### src/usf_pkg.sv
package usf_pkg;
	// Register byte offsets (AXI4-Lite, one aligned word each)
	localparam logic [3:0] ADDR_STATUS  = 4'h0;
	localparam logic [3:0] ADDR_CONTROL = 4'h4;
	localparam logic [3:0] ADDR_TXDATA  = 4'h8;
	localparam logic [3:0] ADDR_RXDATA  = 4'hC;
	localparam int ADDR_W = 4;
	// Status bit positions
	localparam int BIT_TX_EMPTY  = 7;
	localparam int BIT_RX_FULL   = 6;
	localparam int BIT_OVERRUN   = 5;
	localparam int BIT_FRAMING   = 4;
	localparam int BIT_PARITY    = 3;
	localparam int BIT_TX_DONE   = 2;
	localparam int BIT_RSVD1     = 1;
	localparam int BIT_RSVD0     = 0;
	localparam logic [7:0] STATUS_RESET = 8'h84;
	// Control bit positions
	localparam int CTL_TX_EN   = 0;
	localparam int CTL_RX_EN   = 1;
	localparam int CTL_SYNC    = 2;
	localparam int CTL_PAR_EN  = 3;
	localparam int CTL_PAR_ODD = 4;
	localparam int CTL_TWO_STOP = 5;
	localparam int CTL_STANDBY = 6;
	localparam logic [6:0] CONTROL_RESET = 7'h00;
	localparam logic [1:0] RESP_OKAY   = 2'h0;
	localparam logic [1:0] RESP_SLVERR = 2'h2;
endpackage

### src/usf_hold_reg.sv
`timescale 1ns/100ps
module usf_hold_reg
(
	input  wire logic       aclk,
	input  wire logic       aresetn,
	input  wire logic       we,
	input  wire logic [7:0] wdata,
	output logic      [7:0] rdata
);
	// Holding byte; read data comes straight from the register
	always_ff @(posedge aclk)
	begin
		if (!aresetn)
			rdata <= 8'h00;
		else if (we)
			rdata <= wdata;
	end
endmodule

### src/usf_status.sv
// Implementation choices: the AXI4-Lite register port and the placing of the registers.
`timescale 1ns/100ps
module usf_status
(
	input  wire logic        aclk,
	input  wire logic        aresetn,
	input  wire logic [3:0]  s_axi_awaddr,
	input  wire logic        s_axi_awvalid,
	output logic             s_axi_awready,
	input  wire logic [31:0] s_axi_wdata,
	input  wire logic [3:0]  s_axi_wstrb,
	input  wire logic        s_axi_wvalid,
	output logic             s_axi_wready,
	output logic [1:0]       s_axi_bresp,
	output logic             s_axi_bvalid,
	input  wire logic        s_axi_bready,
	input  wire logic [3:0]  s_axi_araddr,
	input  wire logic        s_axi_arvalid,
	output logic             s_axi_arready,
	output logic [31:0]      s_axi_rdata,
	output logic [1:0]       s_axi_rresp,
	output logic             s_axi_rvalid,
	input  wire logic        s_axi_rready,
	input  wire logic        rx_done,
	input  wire logic [7:0]  rx_shift_register,
	input  wire logic        rx_stop_bit,
	input  wire logic        rx_parity_bit,
	input  wire logic        tx_load,
	input  wire logic        tx_last_bit,
	output logic [7:0]       tx_holding_register,
	output logic             tx_go,
	output logic             rx_go,
	output logic [6:0]       serial_control
);
	logic [7:0] serial_status;
	logic [4:0] seen_one_q;
	logic       aw_q;
	logic       w_q;
	logic [3:0] awaddr_q;
	logic [7:0] wdata_q;
	logic       wlane_q;
	logic [7:0] rx_byte;
	logic       wr_fire;
	logic       rd_fire;
	logic       wr_stat;
	logic       wr_tx;
	logic       rd_stat;
	logic       rd_rx;
	logic       rx_accept;
	logic       fer_ev;
	logic       per_ev;
	logic       ovr_ev;
	logic       tx_en;
	logic       rx_en;
	logic       sync_m;
	logic       standby;
	logic       tde_clr;
	logic       err_any;
	logic       rx_store;

	assign tx_en   = serial_control[usf_pkg::CTL_TX_EN];
	assign rx_en   = serial_control[usf_pkg::CTL_RX_EN];
	assign sync_m  = serial_control[usf_pkg::CTL_SYNC];
	assign standby = serial_control[usf_pkg::CTL_STANDBY];

	// Write channel: address and data may come in either order
	assign wr_fire = aw_q && w_q && !s_axi_bvalid;
	assign wr_stat = wr_fire && awaddr_q == usf_pkg::ADDR_STATUS && wlane_q;
	assign wr_tx   = wr_fire && awaddr_q == usf_pkg::ADDR_TXDATA && wlane_q;
	assign rd_fire = s_axi_arvalid && s_axi_arready;
	assign rd_stat = rd_fire && s_axi_araddr == usf_pkg::ADDR_STATUS;
	assign rd_rx   = rd_fire && s_axi_araddr == usf_pkg::ADDR_RXDATA;

	always_ff @(posedge aclk)
	begin
		if (!aresetn)
		begin
			aw_q          <= 1'b0;
			w_q           <= 1'b0;
			awaddr_q      <= 4'h0;
			wdata_q       <= 8'h00;
			wlane_q       <= 1'b0;
			s_axi_awready <= 1'b0;
			s_axi_wready  <= 1'b0;
			s_axi_bvalid  <= 1'b0;
			s_axi_bresp   <= usf_pkg::RESP_OKAY;
		end
		else
		begin
			s_axi_awready <= !aw_q && !s_axi_awready && s_axi_awvalid;
			s_axi_wready  <= !w_q && !s_axi_wready && s_axi_wvalid;
			if (s_axi_awvalid && s_axi_awready)
			begin
				aw_q     <= 1'b1;
				awaddr_q <= s_axi_awaddr;
			end
			if (s_axi_wvalid && s_axi_wready)
			begin
				w_q     <= 1'b1;
				wdata_q <= s_axi_wdata[7:0];
				wlane_q <= s_axi_wstrb[0];
			end
			if (wr_fire)
			begin
				aw_q         <= 1'b0;
				w_q          <= 1'b0;
				s_axi_bvalid <= 1'b1;
				s_axi_bresp  <= (awaddr_q == usf_pkg::ADDR_STATUS
					|| awaddr_q == usf_pkg::ADDR_CONTROL
					|| awaddr_q == usf_pkg::ADDR_TXDATA)
					? usf_pkg::RESP_OKAY : usf_pkg::RESP_SLVERR;
			end
			else if (s_axi_bready)
				s_axi_bvalid <= 1'b0;
		end
	end

	// Control register
	always_ff @(posedge aclk)
	begin
		if (!aresetn)
			serial_control <= usf_pkg::CONTROL_RESET;
		else if (wr_fire && awaddr_q == usf_pkg::ADDR_CONTROL && wlane_q)
			serial_control <= wdata_q[6:0];
	end

	// Read channel
	always_ff @(posedge aclk)
	begin
		if (!aresetn)
		begin
			s_axi_arready <= 1'b0;
			s_axi_rvalid  <= 1'b0;
			s_axi_rdata   <= 32'h00000000;
			s_axi_rresp   <= usf_pkg::RESP_OKAY;
		end
		else
		begin
			s_axi_arready <= !s_axi_arready && !s_axi_rvalid && s_axi_arvalid;
			if (rd_fire)
			begin
				s_axi_rvalid <= 1'b1;
				s_axi_rresp  <= usf_pkg::RESP_OKAY;
				case (s_axi_araddr)
					usf_pkg::ADDR_STATUS:  s_axi_rdata <= {24'h000000, serial_status};
					usf_pkg::ADDR_CONTROL: s_axi_rdata <= {25'h0, serial_control};
					usf_pkg::ADDR_TXDATA:  s_axi_rdata <= {24'h000000, tx_holding_register};
					usf_pkg::ADDR_RXDATA:  s_axi_rdata <= {24'h000000, rx_byte};
					default:
					begin
						s_axi_rdata <= 32'h00000000;
						s_axi_rresp <= usf_pkg::RESP_SLVERR;
					end
				endcase
			end
			else if (s_axi_rready)
				s_axi_rvalid <= 1'b0;
		end
	end

	// Receive evaluation; stop bit only the first one, second never reaches here
	assign fer_ev    = !sync_m && !rx_stop_bit;
	assign per_ev    = !sync_m && serial_control[usf_pkg::CTL_PAR_EN]
		&& ((^rx_shift_register ^ rx_parity_bit) != serial_control[usf_pkg::CTL_PAR_ODD]);
	assign err_any   = serial_status[usf_pkg::BIT_OVERRUN] || serial_status[usf_pkg::BIT_FRAMING]
		|| serial_status[usf_pkg::BIT_PARITY];
	assign rx_accept = rx_done && rx_en && !err_any;
	assign ovr_ev    = rx_accept && serial_status[usf_pkg::BIT_RX_FULL];
	// Overrun discards; framing or parity still store the byte
	assign rx_store  = rx_accept && !ovr_ev;

	usf_hold_reg u_rx_hold
	(
		.aclk    (aclk),
		.aresetn (aresetn),
		.we      (rx_store),
		.wdata   (rx_shift_register),
		.rdata   (rx_byte)
	);

	// Receive halts on any error; sync mode also halts transmit on overrun or framing
	always_ff @(posedge aclk)
	begin
		if (!aresetn)
		begin
			rx_go <= 1'b0;
			tx_go <= 1'b0;
		end
		else
		begin
			rx_go <= rx_en && !err_any;
			tx_go <= tx_en && !(sync_m && (serial_status[usf_pkg::BIT_OVERRUN]
				|| serial_status[usf_pkg::BIT_FRAMING]));
		end
	end

	always_ff @(posedge aclk)
	begin
		if (!aresetn)
			tx_holding_register <= 8'h00;
		else if (wr_tx)
			tx_holding_register <= wdata_q;
	end

	// Read-as-one record; a status write clears only seen flags, bit 2 clearing with a seen bit 7
	always_ff @(posedge aclk)
	begin
		if (!aresetn || standby)
			seen_one_q <= 5'h00;
		else if (rd_stat)
			seen_one_q <= serial_status[7:3] | seen_one_q;
		else if (wr_stat)
			seen_one_q <= 5'h00;
	end

	assign tde_clr = (wr_stat && !wdata_q[usf_pkg::BIT_TX_EMPTY]
		&& seen_one_q[4]) || wr_tx;

	// Status flags; set beats clear in the same cycle
	always_ff @(posedge aclk)
	begin
		if (!aresetn || standby)
			serial_status <= usf_pkg::STATUS_RESET;
		else
		begin
			if (tde_clr)
			begin
				serial_status[usf_pkg::BIT_TX_EMPTY] <= 1'b0;
				serial_status[usf_pkg::BIT_TX_DONE]  <= 1'b0;
			end
			if (!tx_en || tx_load)
				serial_status[usf_pkg::BIT_TX_EMPTY] <= 1'b1;
			if (!tx_en || (tx_last_bit && serial_status[usf_pkg::BIT_TX_EMPTY]))
				serial_status[usf_pkg::BIT_TX_DONE] <= 1'b1;
			if ((wr_stat && !wdata_q[usf_pkg::BIT_RX_FULL] && seen_one_q[3]) || rd_rx)
				serial_status[usf_pkg::BIT_RX_FULL] <= 1'b0;
			if (rx_store && !fer_ev && !per_ev)
				serial_status[usf_pkg::BIT_RX_FULL] <= 1'b1;
			// Ones written are ignored; only a zero after a seen one clears
			if (wr_stat && !wdata_q[usf_pkg::BIT_OVERRUN] && seen_one_q[2])
				serial_status[usf_pkg::BIT_OVERRUN] <= 1'b0;
			if (wr_stat && !wdata_q[usf_pkg::BIT_FRAMING] && seen_one_q[1])
				serial_status[usf_pkg::BIT_FRAMING] <= 1'b0;
			if (wr_stat && !wdata_q[usf_pkg::BIT_PARITY] && seen_one_q[0])
				serial_status[usf_pkg::BIT_PARITY] <= 1'b0;
			if (ovr_ev)
				serial_status[usf_pkg::BIT_OVERRUN] <= 1'b1;
			if (rx_store && fer_ev)
				serial_status[usf_pkg::BIT_FRAMING] <= 1'b1;
			if (rx_store && per_ev)
				serial_status[usf_pkg::BIT_PARITY] <= 1'b1;
			serial_status[usf_pkg::BIT_RSVD1] <= 1'b0;
			if (wr_stat)
				serial_status[usf_pkg::BIT_RSVD0] <= wdata_q[usf_pkg::BIT_RSVD0];
		end
	end

	property p_full_on_clean;
		@(posedge aclk) disable iff (!aresetn)
		(rx_store && !fer_ev && !per_ev && !standby) |=> serial_status[usf_pkg::BIT_RX_FULL];
	endproperty
	a_full_on_clean: assert property (p_full_on_clean) else $error("rx full not set");

	property p_overrun_keep;
		@(posedge aclk) disable iff (!aresetn)
		(ovr_ev && !standby) |=> serial_status[usf_pkg::BIT_OVERRUN] && rx_byte == $past(rx_byte);
	endproperty
	a_overrun_keep: assert property (p_overrun_keep) else $error("overrun mishandled");

	property p_err_no_full;
		@(posedge aclk) disable iff (!aresetn)
		(rx_store && (fer_ev || per_ev) && !serial_status[usf_pkg::BIT_RX_FULL] && !rd_rx)
		|=> !serial_status[usf_pkg::BIT_RX_FULL];
	endproperty
	a_err_no_full: assert property (p_err_no_full) else $error("full set on error");

	property p_halt_rx;
		@(posedge aclk) disable iff (!aresetn)
		err_any |=> !rx_go;
	endproperty
	a_halt_rx: assert property (p_halt_rx) else $error("rx not halted");

	property p_sync_halt_tx;
		@(posedge aclk) disable iff (!aresetn)
		(sync_m && serial_status[usf_pkg::BIT_OVERRUN]) |=> !tx_go;
	endproperty
	a_sync_halt_tx: assert property (p_sync_halt_tx) else $error("tx not halted");

	property p_txdone_follow;
		@(posedge aclk) disable iff (!aresetn)
		(wr_tx && tx_en && !tx_load && !tx_last_bit && !standby)
		|=> !serial_status[usf_pkg::BIT_TX_DONE]
			&& !serial_status[usf_pkg::BIT_TX_EMPTY];
	endproperty
	a_txdone_follow: assert property (p_txdone_follow) else $error("tx flags not cleared");

	property p_tx_disable;
		@(posedge aclk) disable iff (!aresetn)
		!tx_en |=> serial_status[usf_pkg::BIT_TX_EMPTY] && serial_status[usf_pkg::BIT_TX_DONE];
	endproperty
	a_tx_disable: assert property (p_tx_disable) else $error("tx flags not set");

	property p_no_blind_clear;
		@(posedge aclk) disable iff (!aresetn)
		(wr_stat && !seen_one_q[2] && serial_status[usf_pkg::BIT_OVERRUN] && !standby)
		|=> serial_status[usf_pkg::BIT_OVERRUN];
	endproperty
	a_no_blind_clear: assert property (p_no_blind_clear) else $error("unseen clear");

	property p_bit1_zero;
		@(posedge aclk) disable iff (!aresetn)
		(wr_stat && !standby) |=> !serial_status[usf_pkg::BIT_RSVD1]
			&& serial_status[usf_pkg::BIT_RSVD0] == $past(wdata_q[usf_pkg::BIT_RSVD0]);
	endproperty
	a_bit1_zero: assert property (p_bit1_zero) else $error("bit1 written");
endmodule

### config.mk
export PLATFORM = sky130hd
export DESIGN_NAME = usf_status
export DESIGN_NICKNAME = d
export VERILOG_FILES = /design/src/usf_pkg.sv /design/src/usf_hold_reg.sv /design/src/usf_status.sv
export SDC_FILE = /design/constraint.sdc
export NUM_CORES = 1
export LEC_CHECK = 0
export BUFFER_PORTS_ARGS = -buffer_cell sky130_fd_sc_hd__buf_2
export CORE_MARGIN = 2
export CORE_UTILIZATION = 30
export DETAILED_ROUTE_END_ITERATION = 12
export GPL_ROUTABILITY_DRIVEN = 1
export GPL_TIMING_DRIVEN = 0
export PLACE_DENSITY = 0.56
export SETUP_SLACK_MARGIN = 0.5
export SLEW_MARGIN = 10
export SYNTH_ARGS = -nofsm -noshare
export SYNTH_HDL_FRONTEND = slang
export SYNTH_SLANG_ARGS = --single-unit
### constraint.sdc
create_clock -name aclk -period 1.6 [get_ports aclk]
set_input_delay 0.16 -clock aclk [delete_from_list [all_inputs] [get_ports aclk]]
set_output_delay 0.16 -clock aclk [all_outputs]
set_load 0.01 [all_outputs]
* Word level (Yosys, flattened, before mapping)
Cells that the tools add are included.
** Cells by class
- Muxes and demuxes :: 17
- Eq/ne operators :: 6
- Reductions and logical operators :: 88
- Bitwise gates (word level) :: 3
** Operators with widths (count)
- logical AND 1 bit :: 44
- one-hot mux 8 bit (4 select lines) :: 1
- logical NOT 1 bit :: 21
- nonzero test 2 bit :: 7
- == test 4 bit, second input constant :: 3
- two-way mux 1 bit :: 12
- two-way mux 5 bit :: 2
- logical OR 1 bit :: 9
- == test 4 x 3 -> 1 bit, second input constant :: 2
- logical NOT 4 bit :: 2
- XOR reduction 8 bit :: 1
- OR reduction 2 bit :: 3
- bitwise OR 5 bit :: 1
- two-way mux 2 bit :: 2
- OR reduction 4 bit :: 1
- inequality test 1 bit :: 1
- NOT 1 bit :: 1
- bitwise XOR 1 bit :: 1
** Word-level totals
- Logic and storage cells :: 141
- Bits in registers :: 94
- Input port bits :: 64

* Longest topological paths before layout
Gate-level depths: netlist of run 1.
- Word-level depth :: 10
- Depth in mapped cells :: 6

* Hierarchy
A second synthesis of run 1 with hierarchy kept.
** Unflattened totals
- Cell total of the unflattened synthesis :: 313
- Area total of the unflattened synthesis :: 2906.5 um^2
** Modules (own cells, without submodules)
- usf_status :: sequential area each 1181.1 um^2, cells each 288, area each 2605.0 um^2, times used 1
- usf_hold_reg :: sequential area each 160.2 um^2, cells each 25, area each 301.5 um^2, times used 1

* Least setup slack after synthesis of run 1
No wires, ideal clock.
- Path kind :: reg-to-reg
- From :: reg serial_control[1]
- To :: reg u_rx_hold.rdata[1]
- Path slack :: -0.021 ns
- Data required time :: 1.472 ns
- Cell stages (with the launch flop) :: 7
- Period minus slack after synthesis :: 1.621 ns
- Arrival :: 1.494 ns
- Cell sequence :: dfxtp_1 -> or3b_1 -> nor3b_2 -> and2b_2 -> buf_12 -> mux2i_1 -> nor2_1
** Between the ends
- Cells in the longest elaborated chain, start to end :: 5
** Ends and longest elaborated chain
- start: declaration :: RTL line usf_status.sv:33 : output logic [6:0] serial_control
- start signal: assignment :: RTL line usf_status.sv:122 : serial_control <= usf_pkg::CONTROL_RESET;
- start signal: assignment :: RTL line usf_status.sv:124 : serial_control <= wdata_q[6:0];
- logical AND 1 bit * (2 in series) :: RTL line usf_status.sv:167 : assign rx_accept = rx_done && rx_en && !err_any;
- logical AND 1 bit :: RTL line usf_status.sv:168 : assign ovr_ev = rx_accept && serial_status[usf_pkg::BIT_RX_FULL];
- logical NOT 1 bit :: RTL line usf_status.sv:170 : assign rx_store = rx_accept && !ovr_ev;
- logical AND 1 bit * :: RTL line usf_status.sv:170
- end signal: assignment :: RTL line usf_hold_reg.sv:16 : rdata <= wdata;
- end: declaration :: RTL line usf_hold_reg.sv:8 : output logic [7:0] rdata
Every way passes the cells marked *; elsewhere a longest branch is shown, timed or not.
A chain may end at the register's enable or synchronous reset.

* Final worst setup path of run 1
- From :: reg serial_status[4]
- To :: reg u_rx_hold.rdata[6]
** Between the ends
- Cells in the longest elaborated chain, start to end :: 7
** Ends and longest elaborated chain
- start: declaration :: RTL line usf_status.sv:35 : logic [7:0] serial_status;
- start signal: assignment :: RTL line usf_status.sv:223 : serial_status <= usf_pkg::STATUS_RESET;
- start signal: indexed assignment :: RTL line usf_status.sv:254 : serial_status[usf_pkg::BIT_RSVD0] <= wdata_q[usf_pkg::BIT_RSVD0];
- logical OR 1 bit * :: RTL line usf_status.sv:165 : assign err_any = serial_status[usf_pkg::BIT_OVERRUN] || serial_status[usf_pkg::BIT_FRAMING]
- logical OR 1 bit * :: RTL line usf_status.sv:166 : || serial_status[usf_pkg::BIT_PARITY];
- logical NOT 1 bit * :: RTL line usf_status.sv:167
- logical AND 1 bit * :: RTL line usf_status.sv:167
- logical AND 1 bit :: RTL line usf_status.sv:168
- logical NOT 1 bit :: RTL line usf_status.sv:170
- logical AND 1 bit * :: RTL line usf_status.sv:170
Marked as above.

==> results.json, run 1 <==
{
  "yosysTopAreaCell": "dfxtp_1",
  "start_util_pct": 30.6,
  "ant_nets": 0,
  "leakagePower_nw": 1.92,
  "grt_max_degree": 11,
  "ios": 122,
  "drc": 0,
  "synthSimpleGateAreaFrac_pct": 18.4,
  "drive_gt1_share_pct": 38.7,
  "drv_slew": 0,
  "synth_seq_cells": 67,
  "outcome": "finished with violations",
  "fmax_mhz": 601,
  "synthFlopType": "dfxtp_1",
  "cp_data_required_time_ns": 1.82,
  "yosys-top-cells-count": "dfxtp_1 (67), nor2_1 (44), nand2_1 (41)",
  "finalSetupViolations": 9,
  "drtIter0Drc": 129,
  "cp_max_fo": 10,
  "synth.avg_cell_area_um2": 8.96,
  "layout.cells.non_filler": 595,
  "cts-buffers-inserted": 9,
  "synth-adder-area-share_pct": 0,
  "fill_cells": 1002,
  "p_per_area_mw_per_mm2": 837,
  "antenna_found_initial": 0,
  "gp_congestion": 0.841,
  "num_vias": 2662,
  "crit_buf_inv": 1,
  "clockBufferDepth": 2,
  "die_x_um": 103,
  "crit_arrival_ns": 1.88,
  "syn_to_final_growth_pct": 42.0,
  "cts.sinks": 67,
  "synth-compound-area-share_pct": 12.2,
  "post-place-cells": 554,
  "via_per_inst": 4.47,
  "violations": "setup timing",
  "worst_path_largest_cell_delay_ns": 0.40,
  "muxShareOfSynthArea_pct": 11.3,
  "path_class": "flip-flop to flip-flop",
  "core_mm2": 0.00964,
  "path_cells": "or3b_4 -> nor3b_2 -> and2b_2 -> buf_12 -> mux2i_1 -> nor2_1",
  "die_h_um": 103,
  "final_core_util_pct": 43.4,
  "syn_inst": 329,
  "grt-ovfl-total": 0,
  "cp.depth": 6,
  "wire_per_inst_um": 13.8,
  "synthXorXnorAreaFrac_pct": 2.84,
  "drv_cap": 0,
  "critPathTopFamily": "simple AND/OR/NAND/NOR gates",
  "synth_area_leaders": "dfxtp_1 (46%), mux2i_1 (10%), buf_4 (6.9%)",
  "root_buffer": "clkbuf_8",
  "ir_drop_mv": 0.635,
  "path_clk_slew_ns": 0.07,
  "grt_pass1_vias": 2447,
  "hpwlAfterDp_um": 5900,
  "async_flop_share_pct": 0,
  "synth-edff-count": 0,
  "synth_cell_types": 49,
  "drtPass1Iterations": 4,
  "cp-end-kind": "flip-flop",
  "cp-start-kind": "flip-flop",
  "crit_slowest_cell": "or3b_4",
  "portBuffers": 67,
  "htreeDepth": 3,
  "max_slew_margin_pct": 59.9,
  "grt_usage_pct": 15.7,
  "synth_most_common_cell": "dfxtp_1",
  "rsz0062_at_grt": "true",
  "min_path_cells": 2,
  "num_antenna_cells": 0,
  "num_rows": 36,
  "period_share_pct": 104,
  "grt_pass1_wl_um": 12500,
  "fin_skew_ns": 0.00742,
  "min_period_ns": 1.66,
  "syn_area_mm2": 0.00295,
  "layout_setup_ws_ns": -0.0629,
  "ys_warn_count": 0,
  "routed_wl_um": 8190,
  "dieArea_mm2": 0.0106,
  "yosysTopAreaCellShare_pct": 45.5,
  "insertion_delay_ns": 0.34,
  "cts_tree": "yes",
  "hold_path.class": "input port to flip-flop",
  "worstMarginPinSlew_ns": 0.602,
  "synth_top_family_by_area": "simple AND/OR/NAND/NOR gates",
  "worstRegToRegCells": 6,
  "layout.nets": 523,
  "ys_seq_area_share_pct": 45.5,
  "hold_violations": 0
}
==> worst paths after layout <==
| kind | startpoint | to | slack [ns] |
|---|---|---|---|
| max reg2reg | serial_status[4]$_SDFFE_PP0P_ | u_rx_hold.rdata[6]$_SDFFE_PN0P_ | -0.06 |
| max | serial_status[4]$_SDFFE_PP0P_ | u_rx_hold.rdata[6]$_SDFFE_PN0P_ | -0.06 |
| min reg2reg | s_axi_awready$_SDFF_PN0_ | s_axi_awready$_SDFF_PN0_ | 0.46 |
| min | tx_load | serial_status[7]$_SDFFE_PP1P_ | 0.02 |
==> cell usage in the layout (no fill, tap or decap), types with 4 or more instances in the layout <==
cell,netlist,layout
dfxtp_4,0,4
mux2i_1,30,29
nand2b_1,5,5
a21oi_1,30,28
clkbuf_1,9,8
a32oi_1,5,4
buf_6,0,19
dfxtp_2,0,10
o21ai_0,12,9
nor3_1,4,4
nand3_1,6,6
clkbuf_8,0,11
dfxtp_1,67,53
nand2_1,41,40
conb_1,1,26
buf_4,27,38
nor2_1,44,43
inv_1,4,4
xnor2_1,6,6
buf_2,1,65
==> layer usage <==
| metal | part of all wire (%) | GRT usage (%) | vias up |
|---|---|---|---|
| met5 | 0 | 0 | - |
| met4 | 2.2 | 5.67 | 0 |
| met3 | 6.8 | 4.41 | 18 |
| met2 | 47 | 25.4 | 87 |
| met1 | 44 | 20.1 | 1223 |
| li1 | - | - | 1334 |
==> where the power goes <==
group	total, mW	internal, mW	switching [mW]
registers	1.71	1.68	0.0226
logic	0.347	0.162	0.185
clock network	1.45	0.859	0.592
==> cell families after synthesis <==
logic type,Yosys count
flops,67
other cells,1
compound gates,59
simple gates,118
buf+inv,44
xor+xnor,8
mux,32
==> area by class of cell <==
class / instances / area, um2 / area share [%]
repair buffers: 94 / 613 / 14.6
flip-flops and latches: 67 / 1370 / 32.7
plain buffers: 39 / 290 / 6.93
clock inverters: 3 / 65.1 / 1.55
well taps: 133 / 166 / 3.97
inverters: 5 / 18.8 / 0.448
clock buffers: 11 / 131 / 3.14
multi-input cells: 243 / 1530 / 36.6
==> stage by stage <==
| stage | total power [mW] | hold slack [ns] | worst slack (ns) | setup TNS [ns] | area [um2] |
|---|---|---|---|---|---|
| after floorplan | 1.95 | 0.254 | 0.0282 | 0 | 3070 |
| after global placement | 2.06 | 0.357 | -0.0730 | -0.746 | 3570 |
| after detailed placement | 2.06 | 0.366 | -0.0963 | -0.828 | 3570 |
| after CTS | 3.52 | 0.0201 | -0.0417 | -0.213 | 4030 |
| after global routing | 3.65 | 0.0161 | -0.124 | -0.895 | 4190 |
| final | 3.50 | 0.0167 | -0.0629 | -0.378 | 4190 |
==> timing repair <==
action                     in CTS  in global routing
pin swaps                      10                  7
hold buffers                    0                  0
setup endpoints to repair      57                 53
cloned                          0                  0
gates resized for setup        33                 27
setup buffers                  19                  8
==> state kept, by name, summed over array words and instances, names as in the netlist, 4 cells and up <==
name and cells:
s_axi_rdata 8, tx_holding_register 8, u_rx_hold.rdata 8, wdata_q 8
serial_control 7, serial_status 7, seen_one_q 5, awaddr_q 4
Note: power is estimated with default switching activity, not from simulation.
==> run 2, diff against run 1 <==
Settings changed: PLACE_DENSITY 0.56 to 0.63.
==> results.json, run 2 (synthesized netlist as in run 1, its figures left out) <==
{
  "outcome": "finished with violations",
  "violations": "setup timing",
  "fin_skew_ns": 0.0104,
  "wire_per_inst_um": 13.7,
  "max_slew_margin_pct": 58.4,
  "layout_setup_ws_ns": -0.0691,
  "insertion_delay_ns": 0.34,
  "path_class": "flip-flop to flip-flop",
  "grt_pass1_vias": 2441,
  "worstRegToRegCells": 6,
  "cts.sinks": 67,
  "cp_max_fo": 10,
  "period_share_pct": 104,
  "num_rows": 36,
  "dieArea_mm2": 0.0106,
  "drtPass1Iterations": 4,
  "portBuffers": 67,
  "die_h_um": 103,
  "routed_wl_um": 8190,
  "whs_ns": 0.0263,
  "cp-end-kind": "flip-flop",
  "cts-buffers-inserted": 9,
  "syn_to_final_growth_pct": 42.4,
  "ant_nets": 0,
  "hold_violations": 0,
  "crit_start": "serial_control[1]$_SDFFE_PN0P_",
  "finalSetupViolations": 10,
  "worstMarginPinSlew_ns": 0.624,
  "die_x_um": 103,
  "cts_tree": "yes",
  "cp-start-kind": "flip-flop",
  "core_mm2": 0.00964,
  "start_util_pct": 30.6,
  "rsz0062_at_grt": "true",
  "root_buffer": "clkbuf_8",
  "drv_cap": 0,
  "min_period_ns": 1.67,
  "drv_slew": 0,
  "layout.nets": 524,
  "r2r-end": "u_rx_hold.rdata[1]$_SDFFE_PN0P_",
  "hold_path.class": "input port to flip-flop",
  "clockBufferDepth": 2,
  "num_antenna_cells": 0,
  "ir_drop_mv": 0.348,
  "rrSetupSlack_ns": -0.07,
  "via_per_inst": 4.42,
  "antenna_found_initial": 0,
  "htreeDepth": 3,
  "leakagePower_nw": 1.93,
  "r2r-start": "serial_control[1]$_SDFFE_PN0P_",
  "tns_ns": -0.349,
  "grt-ovfl-total": 0,
  "cp_data_required_time_ns": 1.81,
  "final_cell_mix": "buf_2 (65), dfxtp_1 (55), nor2_1 (43)",
  "drc": 0,
  "ios": 122,
  "path_clk_slew_ns": 0.07,
  "num_vias": 2643,
  "fmax_mhz": 599,
  "grt_max_degree": 12,
  "crit_arrival_ns": 1.87,
  "hold_buffers": 0,
  "drtIter0Drc": 165,
  "drive_gt1_share_pct": 38.7,
  "mostFrequentLayoutCell": "buf_2",
  "p_per_area_mw_per_mm2": 804,
  "grt_usage_pct": 15.2,
  "gp_congestion": 0.803,
  "grt_pass1_wl_um": 12100,
  "crit_path_end": "u_rx_hold.rdata[1]$_SDFFE_PN0P_",
  "hpwlAfterDp_um": 5790
}
-- run 2: routing by layer --
metal | share of wire (%) | GRT usage [%] | vias up
li1 | - | - | 1340
met5 | 0 | 0 | -
met4 | 2.1 | 5.67 | 0
met3 | 7.5 | 4.75 | 14
met2 | 48 | 25.1 | 106
met1 | 42 | 18.7 | 1183
-- run 2: how the worst min path moves through the flow --
stage / startpoint / to / slack, ns / cells past startpoint
finish: tx_load / serial_status[7]$_SDFFE_PP1P_ / 0.03 / 2
floorplan: tx_load / serial_status[7]$_SDFFE_PP1P_ / 0.25 / 1
global route: tx_load / serial_status[7]$_SDFFE_PP1P_ / 0.02 / 2
detailed placement: tx_load / serial_status[7]$_SDFFE_PP1P_ / 0.37 / 2
CTS: tx_load / serial_status[7]$_SDFFE_PP1P_ / 0.02 / 2
global placement: tx_load / serial_status[7]$_SDFFE_PP1P_ / 0.36 / 2
-- run 2: power by group --
| group | internal (mW) | switching, mW | leakage (nW) | total [mW] |
|---|---|---|---|---|
| Sequential | 1.68 | 0.0217 | 0.549 | 1.70 |
| Combinational | 0.165 | 0.184 | 1.29 | 0.349 |
| Clock | 0.690 | 0.632 | 0.0956 | 1.32 |
| Total | 2.54 | 0.837 | 1.93 | 3.37 |
-- run 2: critical path, stage by stage, from the launching register on --
cell	delay, ns
dfxtp_4	0.35
or3b_4	0.39
nor3b_2	0.18
and2b_2	0.21
buf_12	0.14
mux2i_1	0.20
nor2_1	0.06
-- run 2: timing repair --
action                                  4_1_cts  5_1_grt
gates cloned                                  0        0
endpoints found under the setup margin       50       52
setup buffers                                19        9
gates resized for setup                      39       23
pin swaps                                    11        7
-- run 2: stage by stage --
stage	worst slack [ns]	power [mW]	cells	utilization, %	cell area (um2)
finish	-0.0691	3.37	598	43.5	4200
global route	-0.131	3.50	598	43.5	4200
CTS	-0.0641	3.39	589	41.9	4040
detailed placement	-0.0976	2.06	554	37.1	3570
global placement	-0.0558	2.06	554	37.1	3570
floorplan	0.0282	1.95	354	-	3070
-- run 2: area by class of cell --
| type | count | area [um2] |
|---|---|---|
| fillers | 967 | 5440 |
| multi-input cells | 243 | 1530 |
| flip-flops and latches | 67 | 1370 |
| repair buffers | 95 | 636 |
| plain buffers | 39 | 290 |
| clock buffers | 13 | 169 |
| well taps | 133 | 166 |
| clock inverters | 3 | 21.3 |
| inverters | 5 | 18.8 |
